<file path="src/common/arinc_tx_pkg.sv">
// Shared constants and types for the ARINC 429 transmit and label control block.
// Assumes a 100 MHz system clock; the 1 MHz data clock is derived as an enable.
package arinc_tx_pkg;

  // ----------------------------------------------------------------
  // Timing
  // ----------------------------------------------------------------
  localparam int unsigned CLK_HZ        = 100_000_000;
  localparam int unsigned DATA_CLK_HZ   = 1_000_000;
  localparam int unsigned CLK_PERIOD_NS = 10;
  localparam int unsigned TICK_DIV      = CLK_HZ / DATA_CLK_HZ;
  localparam logic [6:0]  TICK_LAST     = 7'(TICK_DIV - 1);
  // Longest wait from enable to first bit, 2.5 data clocks
  localparam int unsigned FIRST_BIT_NS  = 2500;
  localparam int unsigned FIRST_BIT_CYC = FIRST_BIT_NS / CLK_PERIOD_NS;

  // Half-bit and word-gap lengths in data clocks
  localparam logic [8:0] HALF_HI = 9'h005;
  localparam logic [8:0] HALF_LO = 9'h028;
  localparam logic [8:0] GAP_HI  = 9'h028;
  localparam logic [8:0] GAP_LO  = 9'h140;

  // ----------------------------------------------------------------
  // Sizes
  // ----------------------------------------------------------------
  localparam logic [5:0] FIFO_DEPTH   = 6'h20;
  localparam logic [5:0] HALF_MARK    = 6'h10;
  localparam logic [4:0] LABEL_COUNT  = 5'h10;
  localparam logic [4:0] LAST_BIT_IDX = 5'h1f;

  // ----------------------------------------------------------------
  // Register offsets (byte addresses)
  // ----------------------------------------------------------------
  localparam logic [7:0] ADDR_CTRL   = 8'h00;
  localparam logic [7:0] ADDR_TX_LO  = 8'h04;
  localparam logic [7:0] ADDR_TX_HI  = 8'h08;
  localparam logic [7:0] ADDR_RX1_LO = 8'h0c;
  localparam logic [7:0] ADDR_RX1_HI = 8'h10;
  localparam logic [7:0] ADDR_RX2_LO = 8'h14;
  localparam logic [7:0] ADDR_RX2_HI = 8'h18;
  localparam logic [7:0] ADDR_STATUS = 8'h1c;

  // ----------------------------------------------------------------
  // Control fields
  // ----------------------------------------------------------------
  localparam int unsigned CTRL_LABEL_ACCESS = 1;
  localparam int unsigned CTRL_FILTER_RX1   = 2;
  localparam int unsigned CTRL_FILTER_RX2   = 3;
  localparam int unsigned CTRL_PARITY_EN    = 4;
  localparam int unsigned CTRL_SELF_TEST    = 5;
  localparam int unsigned CTRL_PARITY_SEL   = 12;
  localparam int unsigned CTRL_RATE_SEL     = 13;
  localparam int unsigned CTRL_BYTE_ORDER   = 15;
  localparam logic [15:0] CTRL_RESET        = 16'h0000;

  // ----------------------------------------------------------------
  // Types
  // ----------------------------------------------------------------
  typedef struct packed {
    logic        valid;
    logic [31:0] data;
  } rx_word_type;

  typedef struct packed {
    logic pos;
    logic neg;
  } line_sym_type;

  typedef enum logic [3:0] {
    ST_IDLE = 4'h1,
    ST_DATA = 4'h2,
    ST_NULL = 4'h4,
    ST_GAP  = 4'h8
  } tx_state_type;

endpackage

</file>
<file path="src/logic/arinc_tx_label_control.sv">
// ARINC 429 transmit path, label memory and receive FIFOs behind a Wishbone slave.
// Assumes decoded received words arrive from external bit samplers as one-cycle
// valid pulses, and that all pins are synchronous to mclk.
//
// Summary of operation
// - Filtering on: unmatched received words leave no trace
// - Label is bits 1-8; zero is ordinary
// - Sixteen load strobes after access rise write labels
// - Reception suspended during label memory access
// - Sixteen read strobes after access rise return labels
// - Strobe one low half, strobe two stores word
// - Thirty-two words; full flag; further loads ignored
// - Half flag high below sixteen words
// - Ready flag high when all words sent
// - Parity bit odd or even, or data
// - Enable loads head word; first bit quickly
// - Bit is data half then equal null half
// - Null word gap of 40 or 320 clocks
// - Rate select: 100 or 12.5 kbit/s
// - Self test loops output to both receivers
// - Test input forces line outputs null
// - Full receive FIFO overwrites newest word
// - Master reset clears FIFOs, flags; control kept
// - Words failing enabled checks are discarded
`timescale 1ns/1ns

module arinc_tx_label_control
  import arinc_tx_pkg::*;
(
  // Clock and reset
  input  wire logic         mclk,
  input  wire logic         rst,
  // Wishbone slave
  input  wire logic         cyc_i,
  input  wire logic         stb_i,
  input  wire logic         we_i,
  input  wire logic [7:0]   adr_i,
  input  wire logic [3:0]   sel_i,
  input  wire logic [31:0]  dat_i,
  output logic [31:0]       dat_o,
  output logic              ack_o,
  // Device pins
  input  wire logic         masterResetInput,
  input  wire logic         transmitEnable,
  input  wire logic         testInput,
  // Decoded words from the two receivers
  input  wire rx_word_type  rxIn1,
  input  wire rx_word_type  rxIn2,
  // Line outputs and internal loopback
  output logic              lineOutPos,
  output logic              lineOutNeg,
  output line_sym_type      loopRx1,
  output line_sym_type      loopRx2,
  // Flags
  output logic              txFifoFullFlag,
  output logic              txFifoHalfFlag,
  output logic              txReady,
  output logic [1:0]        rxDataReady
);

  // ----------------------------------------------------------------
  // Helpers
  // ----------------------------------------------------------------
  function automatic logic labelHit(input logic [15:0][7:0] tab, input logic [7:0] lab);
    logic hit;
    hit = 1'b0;
    for (int i = 0; i < 16; i++) begin
      if (tab[i] == lab) begin
        hit = 1'b1;
      end
    end
    return hit;
  endfunction

  function automatic logic [31:0] addParity(input logic [31:0] w, input logic en,
                                            input logic evenSel);
    logic [31:0] o;
    o = w;
    if (en) begin
      o[31] = evenSel ? ^w[30:0] : ~^w[30:0];
    end
    return o;
  endfunction

  // ----------------------------------------------------------------
  // Declarations
  // ----------------------------------------------------------------
  logic [15:0]        ctrl_r;
  logic               req;
  logic               wrReq;
  logic               rdReq;
  logic               hitCtrl;
  logic               hitTxLo;
  logic               hitTxHi;
  logic               hitStatus;
  logic [1:0]         hitRxLo;
  logic [1:0]         hitRxHi;
  logic               loadOne;
  logic               loadTwo;
  logic               ctrlRise;
  logic               labelAccess;
  logic [1:0]         filterEn;
  logic [15:0][7:0]   labelMem_r [2];
  logic [4:0]         labelCnt_r [2];
  logic [1:0]         labelWr;
  logic [1:0]         labelRd;
  logic [31:0]        rxMem_r [2][32];
  logic [4:0]         rxWr_r [2];
  logic [4:0]         rxRd_r [2];
  logic [5:0]         rxCount_r [2];
  rx_word_type        rxIn [2];
  logic [1:0]         rxPush;
  logic [1:0]         rxPop;
  logic [1:0]         rxFull;
  logic [31:0]        txMem_r [32];
  logic [4:0]         txWr_r;
  logic [4:0]         txRd_r;
  logic [5:0]         txCount_r;
  logic [15:0]        loHalf_r;
  logic               txPush;
  logic               txPop;
  tx_state_type       state_r;
  logic [6:0]         tickCnt_r;
  logic               tick;
  logic [8:0]         phase_r;
  logic [4:0]         bitIdx_r;
  logic [31:0]        shift_r;
  logic [8:0]         halfLast;
  logic [8:0]         gapLast;
  logic [15:0]        statusWord;

  assign labelAccess = ctrl_r[CTRL_LABEL_ACCESS];
  assign filterEn    = {ctrl_r[CTRL_FILTER_RX2], ctrl_r[CTRL_FILTER_RX1]};
  assign rxIn[0]     = rxIn1;
  assign rxIn[1]     = rxIn2;

  // ----------------------------------------------------------------
  // Wishbone slave
  // ----------------------------------------------------------------
  // Every access is answered one cycle after it is seen, unmapped ones too
  assign req   = cyc_i & stb_i & ~ack_o;
  assign wrReq = req & we_i;
  assign rdReq = req & ~we_i;

  always_comb begin
    hitCtrl   = 1'b0;
    hitTxLo   = 1'b0;
    hitTxHi   = 1'b0;
    hitStatus = 1'b0;
    hitRxLo   = 2'b00;
    hitRxHi   = 2'b00;
    if (adr_i == ADDR_CTRL) begin
      hitCtrl = 1'b1;
    end else if (adr_i == ADDR_TX_LO) begin
      hitTxLo = 1'b1;
    end else if (adr_i == ADDR_TX_HI) begin
      hitTxHi = 1'b1;
    end else if (adr_i == ADDR_RX1_LO) begin
      hitRxLo[0] = 1'b1;
    end else if (adr_i == ADDR_RX1_HI) begin
      hitRxHi[0] = 1'b1;
    end else if (adr_i == ADDR_RX2_LO) begin
      hitRxLo[1] = 1'b1;
    end else if (adr_i == ADDR_RX2_HI) begin
      hitRxHi[1] = 1'b1;
    end else if (adr_i == ADDR_STATUS) begin
      hitStatus = 1'b1;
    end
  end

  assign loadOne  = wrReq & hitTxLo;
  assign loadTwo  = wrReq & hitTxHi;
  assign ctrlRise = wrReq & hitCtrl & sel_i[0] & dat_i[CTRL_LABEL_ACCESS] & ~labelAccess;

  always_ff @(posedge mclk) begin
    if (rst) begin
      ack_o <= 1'b0;
    end else begin
      ack_o <= req;
    end
  end

  // Control register survives master reset
  always_ff @(posedge mclk) begin
    if (rst) begin
      ctrl_r <= CTRL_RESET;
    end else if (wrReq && hitCtrl) begin
      if (sel_i[0]) begin
        ctrl_r[7:0] <= dat_i[7:0];
      end
      if (sel_i[1]) begin
        ctrl_r[15:8] <= dat_i[15:8];
      end
    end
  end

  assign statusWord = {7'h00, txFifoFullFlag, txFifoHalfFlag, txReady,
                       rxFull[1], rxCount_r[1] >= HALF_MARK, rxDataReady[1],
                       rxFull[0], rxCount_r[0] >= HALF_MARK, rxDataReady[0]};

  always_ff @(posedge mclk) begin
    if (rst) begin
      dat_o <= 32'h0000_0000;
    end else if (rdReq) begin
      dat_o <= 32'h0000_0000;
      if (hitCtrl) begin
        dat_o <= {16'h0000, ctrl_r};
      end else if (hitStatus) begin
        dat_o <= {16'h0000, statusWord};
      end else begin
        for (int r = 0; r < 2; r++) begin
          if (hitRxLo[r]) begin
            dat_o <= {16'h0000, rxMem_r[r][rxRd_r[r]][15:0]};
          end else if (hitRxHi[r] && labelRd[r]) begin
            dat_o <= {24'h00_0000, labelMem_r[r][labelCnt_r[r][3:0]]};
          end else if (hitRxHi[r] && !labelAccess) begin
            dat_o <= {16'h0000, rxMem_r[r][rxRd_r[r]][31:16]};
          end
        end
      end
    end
  end

  // ----------------------------------------------------------------
  // Label memory
  // ----------------------------------------------------------------
  // Selector-high reads are the label reads
  always_comb begin
    for (int r = 0; r < 2; r++) begin
      labelWr[r] = labelAccess && (labelCnt_r[r] < LABEL_COUNT) && (r == 0 ? loadOne : loadTwo);
      labelRd[r] = labelAccess && (labelCnt_r[r] < LABEL_COUNT) && rdReq && hitRxHi[r];
    end
  end

  always_ff @(posedge mclk) begin
    for (int r = 0; r < 2; r++) begin
      if (rst || ctrlRise) begin
        labelCnt_r[r] <= 5'h00;
      end else if (labelWr[r] || labelRd[r]) begin
        labelCnt_r[r] <= labelCnt_r[r] + 5'h01;
      end
    end
  end

  always_ff @(posedge mclk) begin
    for (int r = 0; r < 2; r++) begin
      if (labelWr[r]) begin
        labelMem_r[r][labelCnt_r[r][3:0]] <= dat_i[7:0];
      end
    end
  end

  // ----------------------------------------------------------------
  // Receive FIFOs
  // ----------------------------------------------------------------
  always_comb begin
    for (int r = 0; r < 2; r++) begin
      rxPush[r] = rxIn[r].valid && !labelAccess && !masterResetInput &&
                  (!filterEn[r] || labelHit(labelMem_r[r], rxIn[r].data[7:0]));
      rxPop[r]  = rdReq && hitRxHi[r] && !labelAccess && (rxCount_r[r] != 6'h00);
      rxFull[r] = rxCount_r[r] == FIFO_DEPTH;
    end
  end

  assign rxDataReady = {rxCount_r[1] != 6'h00, rxCount_r[0] != 6'h00};

  always_ff @(posedge mclk) begin
    for (int r = 0; r < 2; r++) begin
      if (rst || masterResetInput) begin
        rxWr_r[r]    <= 5'h00;
        rxRd_r[r]    <= 5'h00;
        rxCount_r[r] <= 6'h00;
      end else begin
        if (rxPop[r]) begin
          rxRd_r[r] <= rxRd_r[r] + 5'h01;
        end
        if (rxPush[r] && (!rxFull[r] || rxPop[r])) begin
          rxWr_r[r] <= rxWr_r[r] + 5'h01;
        end
        if (rxPush[r] && (!rxFull[r] || rxPop[r]) && !rxPop[r]) begin
          rxCount_r[r] <= rxCount_r[r] + 6'h01;
        end else if (rxPop[r] && !rxPush[r]) begin
          rxCount_r[r] <= rxCount_r[r] - 6'h01;
        end
      end
    end
  end

  always_ff @(posedge mclk) begin
    for (int r = 0; r < 2; r++) begin
      if (rxPush[r]) begin
        if (rxFull[r] && !rxPop[r]) begin
          rxMem_r[r][rxWr_r[r] - 5'h01] <= rxIn[r].data;
        end else begin
          rxMem_r[r][rxWr_r[r]] <= rxIn[r].data;
        end
      end
    end
  end

  // ----------------------------------------------------------------
  // Transmit FIFO
  // ----------------------------------------------------------------
  // full FIFO refuses loads
  assign txPush = loadTwo && !labelAccess && !masterResetInput && (txCount_r != FIFO_DEPTH);
  assign txPop  = (state_r == ST_IDLE) && transmitEnable && !masterResetInput &&
                  (txCount_r != 6'h00);

  assign txFifoFullFlag = txCount_r == FIFO_DEPTH;
  assign txFifoHalfFlag = txCount_r < HALF_MARK;
  assign txReady        = (txCount_r == 6'h00) && (state_r == ST_IDLE);

  always_ff @(posedge mclk) begin
    if (rst || masterResetInput) begin
      loHalf_r <= 16'h0000;
    end else if (loadOne && !labelAccess) begin
      loHalf_r <= dat_i[15:0];
    end
  end

  always_ff @(posedge mclk) begin
    if (rst || masterResetInput) begin
      txWr_r    <= 5'h00;
      txRd_r    <= 5'h00;
      txCount_r <= 6'h00;
    end else begin
      if (txPush) begin
        txWr_r <= txWr_r + 5'h01;
      end
      if (txPop) begin
        txRd_r <= txRd_r + 5'h01;
      end
      if (txPush && !txPop) begin
        txCount_r <= txCount_r + 6'h01;
      end else if (txPop && !txPush) begin
        txCount_r <= txCount_r - 6'h01;
      end
    end
  end

  always_ff @(posedge mclk) begin
    if (txPush) begin
      txMem_r[txWr_r] <= {dat_i[15:0], loHalf_r};
    end
  end

  // ----------------------------------------------------------------
  // Serialiser
  // ----------------------------------------------------------------
  // rate select picks bit lengths
  assign halfLast = (ctrl_r[CTRL_RATE_SEL] ? HALF_LO : HALF_HI) - 9'h001;
  assign gapLast  = (ctrl_r[CTRL_RATE_SEL] ? GAP_LO : GAP_HI) - 9'h001;
  assign tick     = tickCnt_r == TICK_LAST;

  // Divider restarts on each word so that every half is exact
  always_ff @(posedge mclk) begin
    if (rst || txPop || tick) begin
      tickCnt_r <= 7'h00;
    end else begin
      tickCnt_r <= tickCnt_r + 7'h01;
    end
  end

  always_ff @(posedge mclk) begin
    if (rst || masterResetInput) begin
      state_r  <= ST_IDLE;
      phase_r  <= 9'h000;
      bitIdx_r <= 5'h00;
      shift_r  <= 32'h0000_0000;
    end else begin
      case (state_r)
        ST_IDLE: begin
          if (txPop) begin
            shift_r  <= addParity(txMem_r[txRd_r], ctrl_r[CTRL_PARITY_EN],
                                  ctrl_r[CTRL_PARITY_SEL]);
            phase_r  <= 9'h000;
            bitIdx_r <= 5'h00;
            state_r  <= ST_DATA;
          end
        end
        ST_DATA: begin
          if (tick) begin
            if (phase_r == halfLast) begin
              phase_r <= 9'h000;
              state_r <= ST_NULL;
            end else begin
              phase_r <= phase_r + 9'h001;
            end
          end
        end
        ST_NULL: begin
          if (tick) begin
            if (phase_r == halfLast) begin
              phase_r <= 9'h000;
              shift_r <= {1'b0, shift_r[31:1]};
              if (bitIdx_r == LAST_BIT_IDX) begin
                state_r <= ST_GAP;
              end else begin
                bitIdx_r <= bitIdx_r + 5'h01;
                state_r  <= ST_DATA;
              end
            end else begin
              phase_r <= phase_r + 9'h001;
            end
          end
        end
        ST_GAP: begin
          if (tick) begin
            if (phase_r == gapLast) begin
              phase_r <= 9'h000;
              state_r <= ST_IDLE;
            end else begin
              phase_r <= phase_r + 9'h001;
            end
          end
        end
        default: begin
          state_r <= ST_IDLE;
        end
      endcase
    end
  end

  // ----------------------------------------------------------------
  // Line symbols and loopback
  // ----------------------------------------------------------------
  always_ff @(posedge mclk) begin
    if (rst || masterResetInput) begin
      lineOutPos <= 1'b0;
      lineOutNeg <= 1'b0;
      loopRx1    <= '0;
      loopRx2    <= '0;
    end else begin
      // pos for one, neg for zero
      lineOutPos <= (state_r == ST_DATA) && shift_r[0] && !testInput;
      lineOutNeg <= (state_r == ST_DATA) && !shift_r[0] && !testInput;
      loopRx1.pos <= !ctrl_r[CTRL_SELF_TEST] && (state_r == ST_DATA) && shift_r[0];
      loopRx1.neg <= !ctrl_r[CTRL_SELF_TEST] && (state_r == ST_DATA) && !shift_r[0];
      loopRx2.pos <= !ctrl_r[CTRL_SELF_TEST] && (state_r == ST_DATA) && !shift_r[0];
      loopRx2.neg <= !ctrl_r[CTRL_SELF_TEST] && (state_r == ST_DATA) && shift_r[0];
    end
  end

  // ----------------------------------------------------------------
  // Checks
  // ----------------------------------------------------------------
  localparam int FirstBitWin = FIRST_BIT_CYC;
endmodule

</file>
<file path="config.mk">
export PLATFORM = sky130hd
export DESIGN_NAME = arinc_tx_label_control
export DESIGN_NICKNAME = d
export VERILOG_FILES = /design/src/common/arinc_tx_pkg.sv /design/src/logic/arinc_tx_label_control.sv
export SDC_FILE = /design/constraint.sdc
export NUM_CORES = 2
export LEC_CHECK = 0
export BUFFER_PORTS_ARGS = -buffer_cell sky130_fd_sc_hd__buf_2
export CAP_MARGIN = 10
export CORE_ASPECT_RATIO = 2
export CORE_UTILIZATION = 57
export DETAILED_ROUTE_END_ITERATION = 10
export PLACE_DENSITY = 0.76
export SYNTH_ARGS = -nofsm -noshare
export SYNTH_HDL_FRONTEND = slang
export SYNTH_SLANG_ARGS = --single-unit
</file>
<file path="constraint.sdc">
create_clock -name mclk -period 6 [get_ports mclk]
set_input_delay 0.6 -clock mclk [delete_from_list [all_inputs] [get_ports mclk]]
set_output_delay 0.6 -clock mclk [all_outputs]
set_load 0.01 [all_outputs]
</file>
==> flow_summary.json <==
{
  "status": "finished clean",
  "insertion_delay_ns": 0.89,
  "maxSlewHeadroom_pct": 11.94,
  "power.density_cell_area_nw_per_um2": 304.8,
  "cp_data_required_time_ns": 6.79,
  "critical_path_class": "flop to flop",
  "instances_no_fill": 10510,
  "hold-path-endpoint": "labelMem_r[0][193]$_DFFE_PP_",
  "category_of_cells_accounting_for_the_largest_share_of_critical_path_delay": "XOR/XNOR gates",
  "yosys.area.top_type_share_pct": 72.60,
  "detailed_place_hpwl_microns": 220500,
  "area.growth.synth_to_final_pct": 11.27,
  "routabilityCongestion": 0.9053,
  "synth_enable_flop_cells": 3370,
  "die-area_sq_um": 246600,
  "power_w": 0.04727,
  "drive_gt1_share_pct": 25.27,
  "critPathMaxStageDelay_ns": 0.65,
  "fin_skew_ns": 0.05779,
  "synth.top_cells.by_area": "edfxtp_1, mux4_2, dfxtp_1",
  "routed_wire_length_per_instance_microns": 34.35,
  "clk_path_buf_depth": 4,
  "boundaryPins": 162,
  "synth.yosys.warnings": 0,
  "floorplan.die.width_microns": 351.7,
  "fp-row-count": 256,
  "worstSetupEndpointType": "flop",
  "count_leader_synth": "edfxtp_1",
  "detail_route.first_pass.iterations": 8,
  "synth.avg_cell_area_sq_um": 20.66,
  "worst_hold_path.num_cells": 1,
  "arrival_time_at_the_worst_endpoint_ns": 5.45,
  "clock_sinks": 3501,
  "register_to_register_setup_slack_ns": 1.33,
  "grt_start_max_net_pins": 105,
  "synthesized_area_fraction_occupied_by_ao_oa_aoi_and_oai_cells_pct": 2.263,
  "cp-start-kind": "flop",
  "ant_nets": 0,
  "timing.hold.worst.start": "dat_i[1]",
  "synth_top_family_by_area": "multiplexers",
  "synth.area.mux_share_pct": 16.39,
  "number_of_design_rule_violations_left_after_detail_routing": 0,
  "grt_pass1_wl_microns": 511400,
  "rr_endpoint": "shift_r[31]$_SDFFE_PP0P_",
  "tritoncts": "built",
  "buf_inv_stages_crit_path": 1,
  "synth_cell_type_count": 72,
  "finalHoldWorstSlack_ns": 0.1297,
  "async_flop_share_pct": 0,
  "cell_type_contributing_the_most_total_cell_area_after_synthesis": "edfxtp_1",
  "antenna_found_initial": 31,
  "setup_viol_count_final": 0,
  "clock.fmax_ghz": 0.2143,
  "start_util_pct": 57.34,
  "drt_first_iter_violations": 8004,
  "path_max_fanout": 14,
  "layout_min_cycle_time_ns": 4.666,
  "final_min_period_over_clock_period_pct": 77.77,
  "ys_dominant_reg_cell": "edfxtp_1",
  "groute.usage.overall_pct": 29.59,
  "worst_setup_hold_path_clk_slew_ns": 0.07,
  "seq_area_frac_synth_pct": 74.48,
  "cp_common_cell": "xnor3_1",
  "worstRegToRegCells": 11,
  "clk_root_buffer_cell": "clkbuf_16",
  "detail_route.wirelength_microns": 361200,
  "tightest_slew_ns": 1.311,
  "drt_via_density": 6.726,
  "synthTopCellsByCount": "edfxtp_1, mux4_2, nor2_1",
  "gate_count_after_technology_mapping": 6748,
  "worst_path_max_delay_cell": "dfxtp_2",
  "ys_ff_latch": 3501,
  "min-delay-path-class": "primary input to flop",
  "synth-adder-area-share_pct": 0.4057,
  "first_global_vias": 73040,
  "num_vias": 70720,
  "post_synth_and_or_nand_nor_area_fraction_pct": 2.864,
  "unrepaired_setup_endpoints_after_global_routing": "no",
  "worst_vdd_ir_mv": 0.2664,
  "fin_tns_setup_ns": 0,
  "h-tree-depth": 5,
  "chipHeight_microns": 701.4,
  "cap_viol_max_count": 0,
  "crit_chain": "buf_4 > nor2b_1 > a22oi_1 > a21oi_1 > nor4_1 > xnor2_1 > xnor3_1 > xnor3_1 > xnor3_1 > a21oi_1 > a41o_1",
  "max_slew_vio_count": 0,
  "synthXorXnorAreaFrac_pct": 2.170,
  "io_buffers": 127,
  "fp.coreArea_sq_um": 243100,
  "cellLeakagePower_nw": 46.30,
  "final_nets": 7221,
  "synth.cell_area_sq_um": 139400,
  "cts_buffers": 295,
  "cell_count_after_placement": 9986,
  "grt_remaining_overflow": 0,
  "finalHoldViolations": 0
}
==> layout by cell type, fill, tap and decap left out, types with 127 or more instances in the layout <==
cell / n
edfxtp_1: 3370
xor2_1: 179
dfxtp_1: 127
mux4_2: 912
buf_4: 217
nor2_1: 276
clkbuf_16: 303
mux2i_1: 204
xnor2_1: 156
buf_2: 127
nand2_1: 177
==> cell type report <==
class                      instances  area [sq um]
inverter                          35         131.4
multi-input combinational       2831         34600
antenna                           12         30.03
timing repair buffer             395          3276
clock buffer                     376          7936
clock inverter                   139          1250
sequential                      3501        103800
tap                             3225          4035
fill                           15630         88020
==> state kept, by name, indices dropped and copies added, names as in the netlist, 12 cells and up, named ones only <==
name and cells:
ctrl_r 16, rxCount_r 12, shift_r 32, txMem_r 1024, rxMem_r 2048, labelMem_r 256, dat_o 16, loHalf_r 16
==> metal layers <==
metal  track usage (%)  share of wire [%]  vias to the layer above
met5                 0              0.055                        -
met4             18.43                7.1                       30
met3             4.959                7.8                     1153
met2             52.71                 54                     4023
met1             32.69                 31                    37060
li1                  -                  -                    28460
==> kinds of logic (layout without fill, tap and decap cells) <==
logic type               Yosys count  after routing
flip-flops                      3501           3501
AO/OA/AOI/OAI                    461            461
buffers and inverters            431            945
adder cells (fa/ha/maj)           44             44
other                              1             28
AND/OR/NAND/NOR                  842            842
XOR/XNOR                         339            339
multiplexers                    1129           1129
==> repair_timing <==
item                      4_1_cts  5_1_grt
buffers inserted                0        0
gates resized for setup         0        0
hold buffers                    1        0
hold endpoints to repair        2        0
==> worst max-delay path by stage <==
stage | startpoint | end | cells past startpoint
4_1_cts | flop | shift_r[31]$_SDFFE_PP0P_ | 11
3_5_place_dp | rxIn2[0] | rxMem_r[1][20]$_DFFE_PP_ | 12
3_3_place_gp | rxIn2[4] | rxMem_r[1][29]$_DFFE_PP_ | 11
2_1_floorplan | rxIn1[4] | rxMem_r[0][640]$_DFFE_PP_ | 11
6_report | flop | shift_r[31]$_SDFFE_PP0P_ | 11
5_1_grt | flop | shift_r[31]$_SDFFE_PP0P_ | 12
==> per-stage QoR <==
| stage | util [%] | instance area (sq um) | setup slack (ns) |
|---|---|---|---|
| after floorplan | - | 139400 | 0.3612 |
| after global placement | 60.00 | 145900 | 0.8565 |
| after detailed placement | 60.00 | 145900 | 0.6879 |
| after CTS | 63.78 | 155100 | 1.358 |
| after global routing | 63.79 | 155100 | 1.194 |
| final | 63.80 | 155100 | 1.334 |
==> power by group <==
| part | switching, W | internal, W | leakage [nW] | total, W |
|---|---|---|---|---|
| Combinational | 0.00108 | 0.000607 | 11.3 | 0.00169 |
| Sequential | 0.0000678 | 0.0268 | 30.5 | 0.0269 |
| Clock | 0.00850 | 0.0102 | 4.48 | 0.0187 |
| Total | 0.00965 | 0.0376 | 46.3 | 0.0473 |
No activity file was read; power rests on OpenSTA's default activity.
